===== src/logic/sfs_pkg.sv =====
// Constants shared by the frame statistics and configuration register bank
package sfs_pkg;
    localparam logic [6:0] ADDR_BRIGHT_SUM = 7'h06;
    localparam logic [6:0] ADDR_PEAK_PIXEL = 7'h07;
    localparam logic [6:0] ADDR_RSVD_A = 7'h08;
    localparam logic [6:0] ADDR_RSVD_B = 7'h09;
    localparam logic [6:0] ADDR_MAIN_CFG = 7'h0A;
    localparam logic [6:0] ADDR_EXT_CFG = 7'h0B;
    localparam logic [6:0] ADDR_RESULT_LO = 7'h0C;
    localparam logic [6:0] ADDR_RESULT_HI = 7'h0D;
    localparam logic [7:0] MAIN_CFG_RESET = 8'h49;
    localparam logic [7:0] EXT_CFG_RESET = 8'h08;
    localparam logic [7:0] STAT_RESET = 8'h00;
    localparam int MAIN_LASER_GATE_BIT = 6;
    localparam int MAIN_SELF_TEST_BIT = 5;
    localparam int MAIN_CPI_BIT = 4;
    localparam int MAIN_FIXED_ONE_BIT = 3;
    localparam int EXT_BUSY_BIT = 7;
    localparam int EXT_FIXED_ONE_BIT = 3;
    localparam int EXT_PULLUP_DIS_BIT = 2;
    localparam int EXT_AUTO_GAIN_DIS_BIT = 1;
    localparam int EXT_CONST_RATE_BIT = 0;
    localparam logic [7:0] MAIN_WRITE_MASK = 8'h70;
    localparam logic [7:0] EXT_WRITE_MASK = 8'h07;
    localparam int PIXELS_PER_FRAME = 900;
    localparam logic [7:0] BRIGHT_SUM_MAX = 8'hDD;
    localparam logic [5:0] PEAK_MAX = 6'h3F;
    localparam int BUSY_FRAMES = 2;
    localparam int SELF_TEST_MS = 200;
    localparam int CLK_KHZ = 250000;
    localparam int SELF_TEST_CYCLES = SELF_TEST_MS * CLK_KHZ;
endpackage


===== src/logic/sfs_regs.sv =====
// Frame statistics and configuration register bank of the navigation sensor
// What this block does
// - Sums all 900 pixels of each frame in 16 bits and shows the upper byte.
// - The brightness sum register always reads between 0 and 221.
// - The brightness sum is refreshed at the end of every frame.
// - The peak pixel register holds the largest 6-bit pixel, upper bits zero.
// - Laser gating 0 keeps the laser on, 1 lights it only when illumination is needed.
// - Writing the self-test bit runs the tests and leaves a 16-bit result word.
// - A laser fault during the self test makes the result a failure.
// - Test end restores defaults; the host configures only after the test.
// - The self test lasts 200 ms.
// - The resolution bit selects about 400 cpi at 0 and 800 cpi at 1.
// - Busy reads 1 until two frames after a write to the frame-period ceiling.
// - The pull-up disable bit turns off the port pull-up sources.
// - The auto-gain disable bit holds the shutter at its programmed maximum.
// - The constant frame rate bit fixes the frame period at its maximum bound.
`timescale 1ns/1ns
module sfs_regs #(
    parameter int PIXEL_COUNT = sfs_pkg::PIXELS_PER_FRAME,
    parameter int TEST_CYCLES = sfs_pkg::SELF_TEST_CYCLES,
    parameter logic [15:0] PASS_SIGNATURE = 16'hA5C3
) (
    input wire logic clk,
    input wire logic rst_n,
    input wire logic reg_wr,
    input wire logic reg_rd,
    input wire logic [6:0] reg_addr,
    input wire logic [7:0] reg_wdata,
    output logic [7:0] reg_rdata,
    input wire logic pixel_valid,
    input wire logic [5:0] pixel_value,
    input wire logic frame_end,
    input wire logic ceiling_write,
    input wire logic illum_needed,
    input wire logic laser_fault,
    output logic laser_on,
    output logic cpi_select,
    output logic port_pullup_disable,
    output logic auto_gain_disable,
    output logic constant_frame_rate,
    output logic test_running,
    output logic test_done
);
    // Sum must fit 16 bits and the test needs a start and an end cycle
    if (PIXEL_COUNT < 1 || PIXEL_COUNT * 63 > 65535 || TEST_CYCLES < 2) begin : g_bad_params
        $error("sfs_regs: unsupported parameter values");
    end

    typedef enum logic [1:0] {ST_IDLE, ST_RUN, ST_FAIL} sfs_test_e;

    logic [15:0] acc_q, acc_d;
    logic [7:0] sum_q, sum_d;
    logic [5:0] peak_run_q, peak_run_d, peak_q, peak_d;
    logic [7:0] main_q, main_d, ext_q, ext_d;
    logic [1:0] busy_cnt_q, busy_cnt_d;
    logic [15:0] result_q, result_d;
    logic [31:0] tcnt_q, tcnt_d;
    sfs_test_e st_q, st_d;
    logic [7:0] rdata_q, rdata_d;
    logic laser_q, laser_d, done_q, done_d;
    logic running_q, running_d;
    // Fault is a pin level from the laser driver, so it is synchronised first
    logic fault_meta_q, fault_sync_q;
    logic [5:0] peak_in;
    logic [15:0] acc_in;

    // Only the masked bits take the written value
    function automatic logic [7:0] merge_bits(input logic [7:0] old_bits,
                                              input logic [7:0] new_bits,
                                              input logic [7:0] mask);
        return (old_bits & ~mask) | (new_bits & mask);
    endfunction

    always_comb begin
        acc_in = acc_q + {10'h000, pixel_value};
        peak_in = (pixel_value > peak_run_q) ? pixel_value : peak_run_q;
        acc_d = acc_q;
        peak_run_d = peak_run_q;
        sum_d = sum_q;
        peak_d = peak_q;
        if (pixel_valid) begin
            acc_d = acc_in;
            peak_run_d = peak_in;
        end
        if (frame_end) begin
            sum_d = pixel_valid ? acc_in[15:8] : acc_q[15:8];
            if (sum_d > sfs_pkg::BRIGHT_SUM_MAX) begin
                sum_d = sfs_pkg::BRIGHT_SUM_MAX;
            end
            peak_d = pixel_valid ? peak_in : peak_run_q;
            acc_d = 16'h0000;
            peak_run_d = 6'h00;
        end
    end

    always_comb begin
        main_d = main_q;
        ext_d = ext_q;
        busy_cnt_d = busy_cnt_q;
        st_d = st_q;
        tcnt_d = tcnt_q;
        result_d = result_q;
        done_d = 1'b0;
        if (ceiling_write) begin
            busy_cnt_d = 2'(sfs_pkg::BUSY_FRAMES);
        end else if (frame_end && busy_cnt_q != 2'h0) begin
            busy_cnt_d = busy_cnt_q - 2'h1;
        end
        ext_d[sfs_pkg::EXT_BUSY_BIT] = (busy_cnt_d != 2'h0);
        // Writes ignored during the test; the host must stay off the port anyway
        if (reg_wr && st_q == ST_IDLE) begin
            if (reg_addr == sfs_pkg::ADDR_MAIN_CFG) begin
                // cpi select, self-test and laser gating stored
                main_d = merge_bits(sfs_pkg::MAIN_CFG_RESET, reg_wdata, sfs_pkg::MAIN_WRITE_MASK);
            end
            if (reg_addr == sfs_pkg::ADDR_EXT_CFG) begin
                ext_d = merge_bits(ext_d, reg_wdata, sfs_pkg::EXT_WRITE_MASK)
                      | (8'h01 << sfs_pkg::EXT_FIXED_ONE_BIT);
            end
        end
        case (st_q)
            ST_IDLE: begin
                if (main_d[sfs_pkg::MAIN_SELF_TEST_BIT]) begin
                    st_d = ST_RUN;
                    tcnt_d = 32'h0000_0000;
                end
            end
            ST_RUN, ST_FAIL: begin
                tcnt_d = tcnt_q + 32'h0000_0001;
                if (fault_sync_q) begin
                    st_d = ST_FAIL;
                end
                // fixed test length
                // 32-bit count covers the full length at the nominal clock
                if (tcnt_q == 32'(TEST_CYCLES - 1)) begin
                    result_d = (st_q == ST_FAIL || fault_sync_q) ? ~PASS_SIGNATURE
                                                                 : PASS_SIGNATURE;
                    main_d = sfs_pkg::MAIN_CFG_RESET;
                    ext_d = sfs_pkg::EXT_CFG_RESET;
                    busy_cnt_d = 2'h0;
                    st_d = ST_IDLE;
                    done_d = 1'b1;
                end
            end
            default: st_d = ST_IDLE;
        endcase
        running_d = (st_d != ST_IDLE);
    end

    always_comb begin
        rdata_d = rdata_q;
        if (reg_rd) begin
            case (reg_addr)
                sfs_pkg::ADDR_BRIGHT_SUM: rdata_d = sum_q;
                sfs_pkg::ADDR_PEAK_PIXEL: rdata_d = {2'b00, peak_q};
                sfs_pkg::ADDR_MAIN_CFG: rdata_d = main_q;
                sfs_pkg::ADDR_EXT_CFG: rdata_d = ext_q;
                sfs_pkg::ADDR_RESULT_LO: rdata_d = result_q[7:0];
                sfs_pkg::ADDR_RESULT_HI: rdata_d = result_q[15:8];
                default: rdata_d = 8'h00;
            endcase
        end
        laser_d = main_q[sfs_pkg::MAIN_LASER_GATE_BIT] ? illum_needed : 1'b1;
    end

    always_ff @(posedge clk or negedge rst_n) begin
        if (!rst_n) begin
            acc_q <= 16'h0000;
            peak_run_q <= 6'h00;
            sum_q <= sfs_pkg::STAT_RESET;
            peak_q <= 6'h00;
            main_q <= sfs_pkg::MAIN_CFG_RESET;
            ext_q <= sfs_pkg::EXT_CFG_RESET;
            busy_cnt_q <= 2'h0;
            st_q <= ST_IDLE;
            tcnt_q <= 32'h0000_0000;
            result_q <= 16'h0000;
            rdata_q <= 8'h00;
            laser_q <= 1'b1;
            done_q <= 1'b0;
            running_q <= 1'b0;
            fault_meta_q <= 1'b0;
            fault_sync_q <= 1'b0;
        end else begin
            acc_q <= acc_d;
            peak_run_q <= peak_run_d;
            sum_q <= sum_d;
            peak_q <= peak_d;
            main_q <= main_d;
            ext_q <= ext_d;
            busy_cnt_q <= busy_cnt_d;
            st_q <= st_d;
            tcnt_q <= tcnt_d;
            result_q <= result_d;
            rdata_q <= rdata_d;
            laser_q <= laser_d;
            done_q <= done_d;
            running_q <= running_d;
            fault_meta_q <= laser_fault;
            fault_sync_q <= fault_meta_q;
        end
    end

    assign reg_rdata = rdata_q;
    assign laser_on = laser_q;
    assign cpi_select = main_q[sfs_pkg::MAIN_CPI_BIT];
    // pull-up disable, gain and rate holds driven out
    assign port_pullup_disable = ext_q[sfs_pkg::EXT_PULLUP_DIS_BIT];
    assign auto_gain_disable = ext_q[sfs_pkg::EXT_AUTO_GAIN_DIS_BIT];
    assign constant_frame_rate = ext_q[sfs_pkg::EXT_CONST_RATE_BIT];
    assign test_running = running_q;
    assign test_done = done_q;
endmodule


===== config.mk =====
export PLATFORM = sky130hd
export DESIGN_NAME = sfs_regs
export DESIGN_NICKNAME = d
export VERILOG_FILES = /design/src/logic/sfs_pkg.sv /design/src/logic/sfs_regs.sv
export SDC_FILE = /design/constraint.sdc
export NUM_CORES = 1
export LEC_CHECK = 0
export BUFFER_PORTS_ARGS = -buffer_cell sky130_fd_sc_hd__buf_4
export CAP_MARGIN = 0
export CORE_MARGIN = 3
export CORE_UTILIZATION = 40
export DETAILED_ROUTE_END_ITERATION = 8
export GPL_TIMING_DRIVEN = 0
export PLACE_DENSITY = 0.63
export SYNTH_ARGS = -nofsm -noshare
export SYNTH_HDL_FRONTEND = slang
export SYNTH_SLANG_ARGS = --single-unit

===== constraint.sdc =====
create_clock -name clk -period 6.65 [get_ports clk]
set_clock_uncertainty 0.1 [all_clocks]
set_input_delay 0.665 -clock clk [delete_from_list [all_inputs] [get_ports clk]]
set_output_delay 0.665 -clock clk [all_outputs]
set_load 0.05 [all_outputs]

==> impl_metrics.env, run 1 <==
export IMPL_timing_rr_start="acc_q[0]"
export IMPL_synth_area_top_cells="dfrtp_1, nor2_1, ha_1, a21oi_1, xnor2_1"
export IMPL_root_buffer="clkbuf_16"
export IMPL_hold_viol_final=0
export IMPL_antenna_found_initial=0
export IMPL_ys_seq_area_frac=0.467
export IMPL_finalNetCount=663
export IMPL_status="completed"
export IMPL_synthCells=562
export IMPL_power_density_mw_per_mm2=243
export IMPL_ys_types=71
export IMPL_hp_class="in -> async"
export IMPL_port_buffers=41
export IMPL_cap_violations=0
export IMPL_htree_num_levels=3
export IMPL_drt_wl_total_mm=12.4
export IMPL_setup_tns_ns=0
export IMPL_n_antenna_cell=0
export IMPL_fin_ws_ns=3.53
export IMPL_slowest_stage="a211oi_1"
export IMPL_ant_nets=0
export IMPL_crit_required_ns=6.76
export IMPL_rsz0062_at_grt="false"
export IMPL_worst_pin_slew_ns=0.768
export IMPL_vias_per_cell=5.41
export IMPL_finalWeightedCongestion=0.865
export IMPL_crit_fanout=5
export IMPL_worstPathArrival_ns=3.23
export IMPL_synth_edf_count=0
export IMPL_syn_to_final_growth_pct=15.5
export IMPL_core_area_mm2=0.0129
export IMPL_async_flop_share=1.00
export IMPL_post_cts_repair_setup_buffers=0
export IMPL_fin_crit_sh=0.469
export IMPL_final_cell_mix="dfrtp_1, nor2_1, buf_4, a21oi_1, inv_1"
export IMPL_worst_setup_path_type="in -> reg"
export IMPL_num_io_pins=45
export IMPL_fp_dieH_um=122
export IMPL_ys_warnings_count=0
export IMPL_row_count=41
export IMPL_cts_tree="yes"
export IMPL_start_util=0.417
export IMPL_synth_largest_area_cell="dfrtp_1"
export IMPL_final_common_cell="dfrtp_1"
export IMPL_slowest_delay_ns=0.58
export IMPL_die_area_mm2=0.0148
export IMPL_vdd_drop_max_v=0.000145
export IMPL_post_route_util=0.482
export IMPL_cts_hold_buf=0
export IMPL_dp_cells=775
export IMPL_r2r_cells=9
export IMPL_synth_top_area_share=0.443
export IMPL_dominantRegCellSynth="dfrtp_1"
export IMPL_first_iter_violations=301
export IMPL_wl_per_cell_um=15.6
export IMPL_reg2reg_slack_ns=3.59
export IMPL_fin_crit_ns=3.12
export IMPL_relSlewSlack=0.483
export IMPL_drt_first_pass_iters=6
export IMPL_clock_path_buffers=2
export IMPL_leakagePower_uw=0.00277
export IMPL_end_kind="register"
export IMPL_overflow=0
export IMPL_synth_area_mm2=0.00537
export IMPL_layout_drive_gt1_share=0.140
export IMPL_clock_latency_ns=0.35
export IMPL_track_usage=0.175
export IMPL_grt_pass1_wl_mm=20.9
export IMPL_vias=4288
export IMPL_ys_seq_elements=100
export IMPL_reg2reg_to="sum_q[2]"
export IMPL_die_x_um=122
export IMPL_pre_cts_ws_ns=3.19
export IMPL_cts_resized_gates=0
export IMPL_drc=0
export IMPL_grt_pass1_vias=4277
export IMPL_worst_setup_path_start_kind="input port"
export IMPL_synth_area_per_cell_um2=9.55
export IMPL_grt_start_max_net_pins=101
export IMPL_cts_sinks=100
export IMPL_syn_nets=610
export IMPL_cts_buffers=9
export IMPL_setup_violations=0
export IMPL_fmax_mhz=320
export IMPL_worstPathCellList="buf_4, ha_1, inv_1, fa_1, nand2b_1, a211oi_1, or2_2, nor3_1, nor4_1, a31oi_1"
export IMPL_layout_cells_non_filler=792
export IMPL_maxSlewViolCount=0
export IMPL_path_clk_slew_ns=0.07
export IMPL_dp_hpwl_mm=9.04
-- through the flow --
step	instance area [µm²]	power (µW)	hold slack, ns
2_1_floorplan	5370	918	0.231
3_3_place_gp	5890	1000	0.234
3_5_place_dp	5890	1020	0.250
4_1_cts	6170	1530	0.267
5_1_grt	6200	1600	0.150
6_report	6200	1510	0.139
-- routing by layer --
layer  track usage  wire [µm]
met2         0.304       6450
met4        0.0406        113
met3        0.0339        316
met1         0.226       5510
met5             0          0
-- cell families (layout without fill, tap and decap cells) --
| logic type | count (synthesis) | in the layout | synth area share |
|---|---|---|---|
| flip-flops | 100 | 100 | 0.467 |
| buffers and inverters | 53 | 111 | 0.0394 |
| AO/OA/AOI/OAI | 101 | 101 | 0.125 |
| AND/OR/NAND/NOR | 235 | 235 | 0.230 |
| multiplexers | 18 | 18 | 0.0345 |
| XOR/XNOR | 37 | 37 | 0.0604 |
| adder cells (fa/ha/maj) | 18 | 18 | 0.0433 |
-- synthesized netlist by cell type, drive strengths merged (4+ instances only) --
master  count
nand4      12
ha         17
a31oi       4
nor4        7
o22ai       9
and4        7
nor2b       7
nor2       94
clkbuf     14
buf         6
o21ai      15
a222oi      4
inv        33
xnor2      19
and3        8
xor2       18
dfstp       5
nand3      27
a21oi      36
a22o        5
nand2b      5
dfrtp      95
mux2        4
mux2i      14
nand2      26
or3         9
nor3       13
and2        5
-- report_power, final --
group | internal, µW | switching, µW | total (µW)
clock network | 259 | 244 | 502
logic | 117 | 191 | 308
registers | 660 | 39.0 | 699
total | 1030 | 474 | 1510
-- worst max path at each step --
| stage | startpoint | endpoint | slack (ns) | cells past startpoint |
|---|---|---|---|---|
| finish | pixel_value[0] | sum_q[2] | 3.53 | 10 |
| global route | pixel_value[0] | sum_q[4] | 3.32 | 10 |
| CTS | pixel_value[0] | sum_q[4] | 3.55 | 10 |
| detailed placement | pixel_value[0] | sum_q[4] | 3.19 | 10 |
| global placement | pixel_value[0] | sum_q[3] | 3.23 | 10 |
| floorplan | pixel_value[0] | sum_q[0] | 3.78 | 10 |
-- area by class of cell --
cell class	count	area, µm²
plain buffers	20	87.6
clock buffers	9	225
clock inverters	7	57.6
fillers	1209	6670
inverters	33	124
multi-input cells	409	2650
flip-flops and latches	100	2510
well taps	172	215
repair buffers	42	335
-- worst max-delay path, delay by kind of cell --
family	cells	cell delay [ns]
buffers and inverters	2	0.16
and+or+nand+nor	4	1.08
AOI/OAI and AO/OA	2	0.75
adders and majority gates	2	0.58
-- sequential cells by signal, indices dropped and copies added (netlist names), 2 cells and up --
name / flops
tcnt_q: 32
acc_q: 16
main_q: 8
reg_rdata: 8
sum_q: 8
peak_q: 6
peak_run_q: 6
ext_q: 5
busy_cnt_q: 2
result_q: 2
st_q: 2
(Power assumes the default switching activity.)
==> run 2, diff against run 1 <==
--- a/config.mk
+++ b/config.mk
@@ -11,7 +11,7 @@
 export CORE_UTILIZATION = 40
 export DETAILED_ROUTE_END_ITERATION = 8
 export GPL_TIMING_DRIVEN = 0
-export PLACE_DENSITY = 0.63
+export PLACE_DENSITY = 0.65
 export SYNTH_ARGS = -nofsm -noshare
 export SYNTH_HDL_FRONTEND = slang
 export SYNTH_SLANG_ARGS = --single-unit
==> constraint.sdc (replaced) <==
create_clock -name clk -period 2.53 [get_ports clk]
set_clock_uncertainty 0.1 [all_clocks]
set_input_delay 0.253 -clock clk [delete_from_list [all_inputs] [get_ports clk]]
set_output_delay 0.253 -clock clk [all_outputs]
set_load 0.05 [all_outputs]
==> run 2 against run 1 <==
The flow now finishes with violations (setup timing). Count of clock-buffer cells in the layout is 1 higher. Non-clock buffer count is 19 higher. Critical endpoint is now sum_q[0]. Sequential power rose to 2.6 times the previous value. Register-to-register slack got worse by 3.6 ns. Largest cell class unchanged. Sequential share of layout area is 2.7 points lower. Clock power grew to 3.2 times the previous value. Hold slack got worse by 0.080 ns. Via count is 3.7% higher. Worst setup slack worse by 3.5 ns.
==> impl_metrics.env, run 2 (same netlist as run 1, synthesis figures left out) <==
export IMPL_layout_drive_gt1_share=0.210
export IMPL_finalWeightedCongestion=0.870
export IMPL_overflow=0
export IMPL_fp_dieH_um=122
export IMPL_wl_per_cell_um=16.1
export IMPL_cts_buffers=9
export IMPL_die_area_mm2=0.0148
export IMPL_largest_register="tcnt_q"
export IMPL_end_kind="register"
export IMPL_n_antenna_cell=0
export IMPL_num_io_pins=45
export IMPL_ant_nets=0
export IMPL_cp_endpoint="sum_q[0]"
export IMPL_drt_wl_total_mm=13.1
export IMPL_die_x_um=122
export IMPL_relSlewSlack=0.518
export IMPL_drt_first_pass_iters=6
export IMPL_worst_setup_path_start_kind="register"
export IMPL_fin_crit_sh=1.01
export IMPL_maxSlewViolCount=0
export IMPL_dp_cells=775
export IMPL_dp_hpwl_mm=8.83
export IMPL_worst_pin_slew_ns=0.722
export IMPL_leakagePower_uw=0.00296
export IMPL_post_route_util=0.517
export IMPL_crit_required_ns=2.67
export IMPL_final_common_cell="dfrtp_1"
export IMPL_finalNetCount=682
export IMPL_first_iter_violations=323
export IMPL_vdd_drop_max_v=0.000379
export IMPL_cts_sinks=100
export IMPL_setup_violations=1
export IMPL_root_buffer="clkbuf_16"
export IMPL_grt_pass1_wl_mm=21.2
export IMPL_reg2reg_to="sum_q[0]"
export IMPL_final_cell_mix="dfrtp_1, nor2_1, buf_4, a21oi_1, inv_1"
export IMPL_fin_crit_ns=2.55
export IMPL_fin_ws_ns=-0.0155
export IMPL_power_density_mw_per_mm2=657
export IMPL_timing_rr_start="acc_q[0]"
export IMPL_vias=4445
export IMPL_rsz0062_at_grt="true"
export IMPL_htree_num_levels=3
export IMPL_crit_fanout=6
export IMPL_path_clk_slew_ns=0.07
export IMPL_startpoint="acc_q[0]"
export IMPL_hp_class="in -> reg"
export IMPL_fmax_mhz=393
export IMPL_track_usage=0.177
export IMPL_top_regs="tcnt_q (32), acc_q (16)"
export IMPL_clock_latency_ns=0.34
export IMPL_r2r_cells=11
export IMPL_largest_reg_flops=32
export IMPL_clock_path_buffers=2
export IMPL_start_util=0.417
export IMPL_violations="setup timing"
export IMPL_grt_pass1_vias=4343
export IMPL_hold_viol_final=0
export IMPL_reg2reg_slack_ns=-0.02
export IMPL_core_area_mm2=0.0129
export IMPL_setup_tns_ns=-0.0155
export IMPL_row_count=41
export IMPL_port_buffers=41
export IMPL_layout_cells_non_filler=811
export IMPL_cap_violations=0
export IMPL_vias_per_cell=5.48
export IMPL_drc=0
export IMPL_worstPathArrival_ns=2.68
export IMPL_worst_setup_path_type="reg -> reg"
export IMPL_grt_start_max_net_pins=101
export IMPL_fillers=1178
export IMPL_status="complete, but fails checks"
export IMPL_cts_tree="yes"
export IMPL_antenna_found_initial=0
export IMPL_pre_cts_ws_ns=-0.381
export IMPL_syn_to_final_growth_pct=23.9
==> run 2: cell types whose count changed in the layout (fill, tap and decap cells not counted), sizes merged <==
cell,change
clkinvlp,-2
bufinv,+3
buf,+16
inv,-2
dlygate4sd3,+4
==> run 2: per-stage QoR <==
stage / cell area [µm²] / total power, µW / hold WS, ns
2_1_floorplan: 5370 / 2410 / -0.143
3_3_place_gp: 5900 / 2640 / 0.235
3_5_place_dp: 5900 / 2670 / 0.246
4_1_cts: 6470 / 4330 / 0.0448
5_1_grt: 6650 / 4580 / 0.0525
6_report: 6650 / 4370 / 0.0592
==> run 2: worst min path at each step <==
stage	from	to	slack, ns	depth (start not counted)
after floorplan	rst_n	acc_q[0]	-0.14	0
after global placement	fault_meta_q	fault_sync_q	0.23	0
after detailed placement	fault_meta_q	fault_sync_q	0.25	0
after CTS	reg_wdata[0]	ext_q[0]	0.04	3
after global routing	reg_wdata[2]	ext_q[2]	0.05	3
final	reg_wdata[1]	ext_q[1]	0.06	3
==> run 2: worst max-delay path, stage by stage, from the launching register on <==
cell	delay (ns)
dfrtp_1	0.36
ha_2	0.19
inv_2	0.04
fa_2	0.33
nand2b_4	0.17
a211oi_4	0.31
buf_4	0.17
nor2_4	0.05
and4_1	0.21
a311oi_2	0.25
o31ai_1	0.12
o221a_2	0.13
==> run 2: cell type report <==
class                           instances  area, µm²  share of cell area
Clock inverter                          6        111              0.0167
Multi-Input combinational cell        409       2880               0.432
Buffer                                 20       96.3              0.0145
Timing Repair Buffer                   61        492              0.0739
Inverter                               33        124              0.0186
Clock buffer                           10        229              0.0344
Sequential cell                       100       2510               0.377
Tap cell                              172        215              0.0323
==> run 2: repair_timing <==
item	in CTS	in global routing
hold buffers	3	1
hold endpoints to repair	3	24
endpoints found under the setup margin	26	37
buffers inserted	9	5
gates resized for setup	25	27
gates cloned	1	0
pin swaps	12	17
==> run 2: power by group <==
group | leakage, µW | switching, µW | internal [µW] | total, µW
logic | 0.00147 | 553 | 377 | 930
clock network | 0.000163 | 619 | 969 | 1590
registers | 0.00133 | 117 | 1730 | 1850
==> run 2: routing by layer <==
metal,GRT usage,share of wire
met1,0.224,0.44
met2,0.305,0.52
met5,0,0
met3,0.0339,0.025
met4,0.0602,0.016
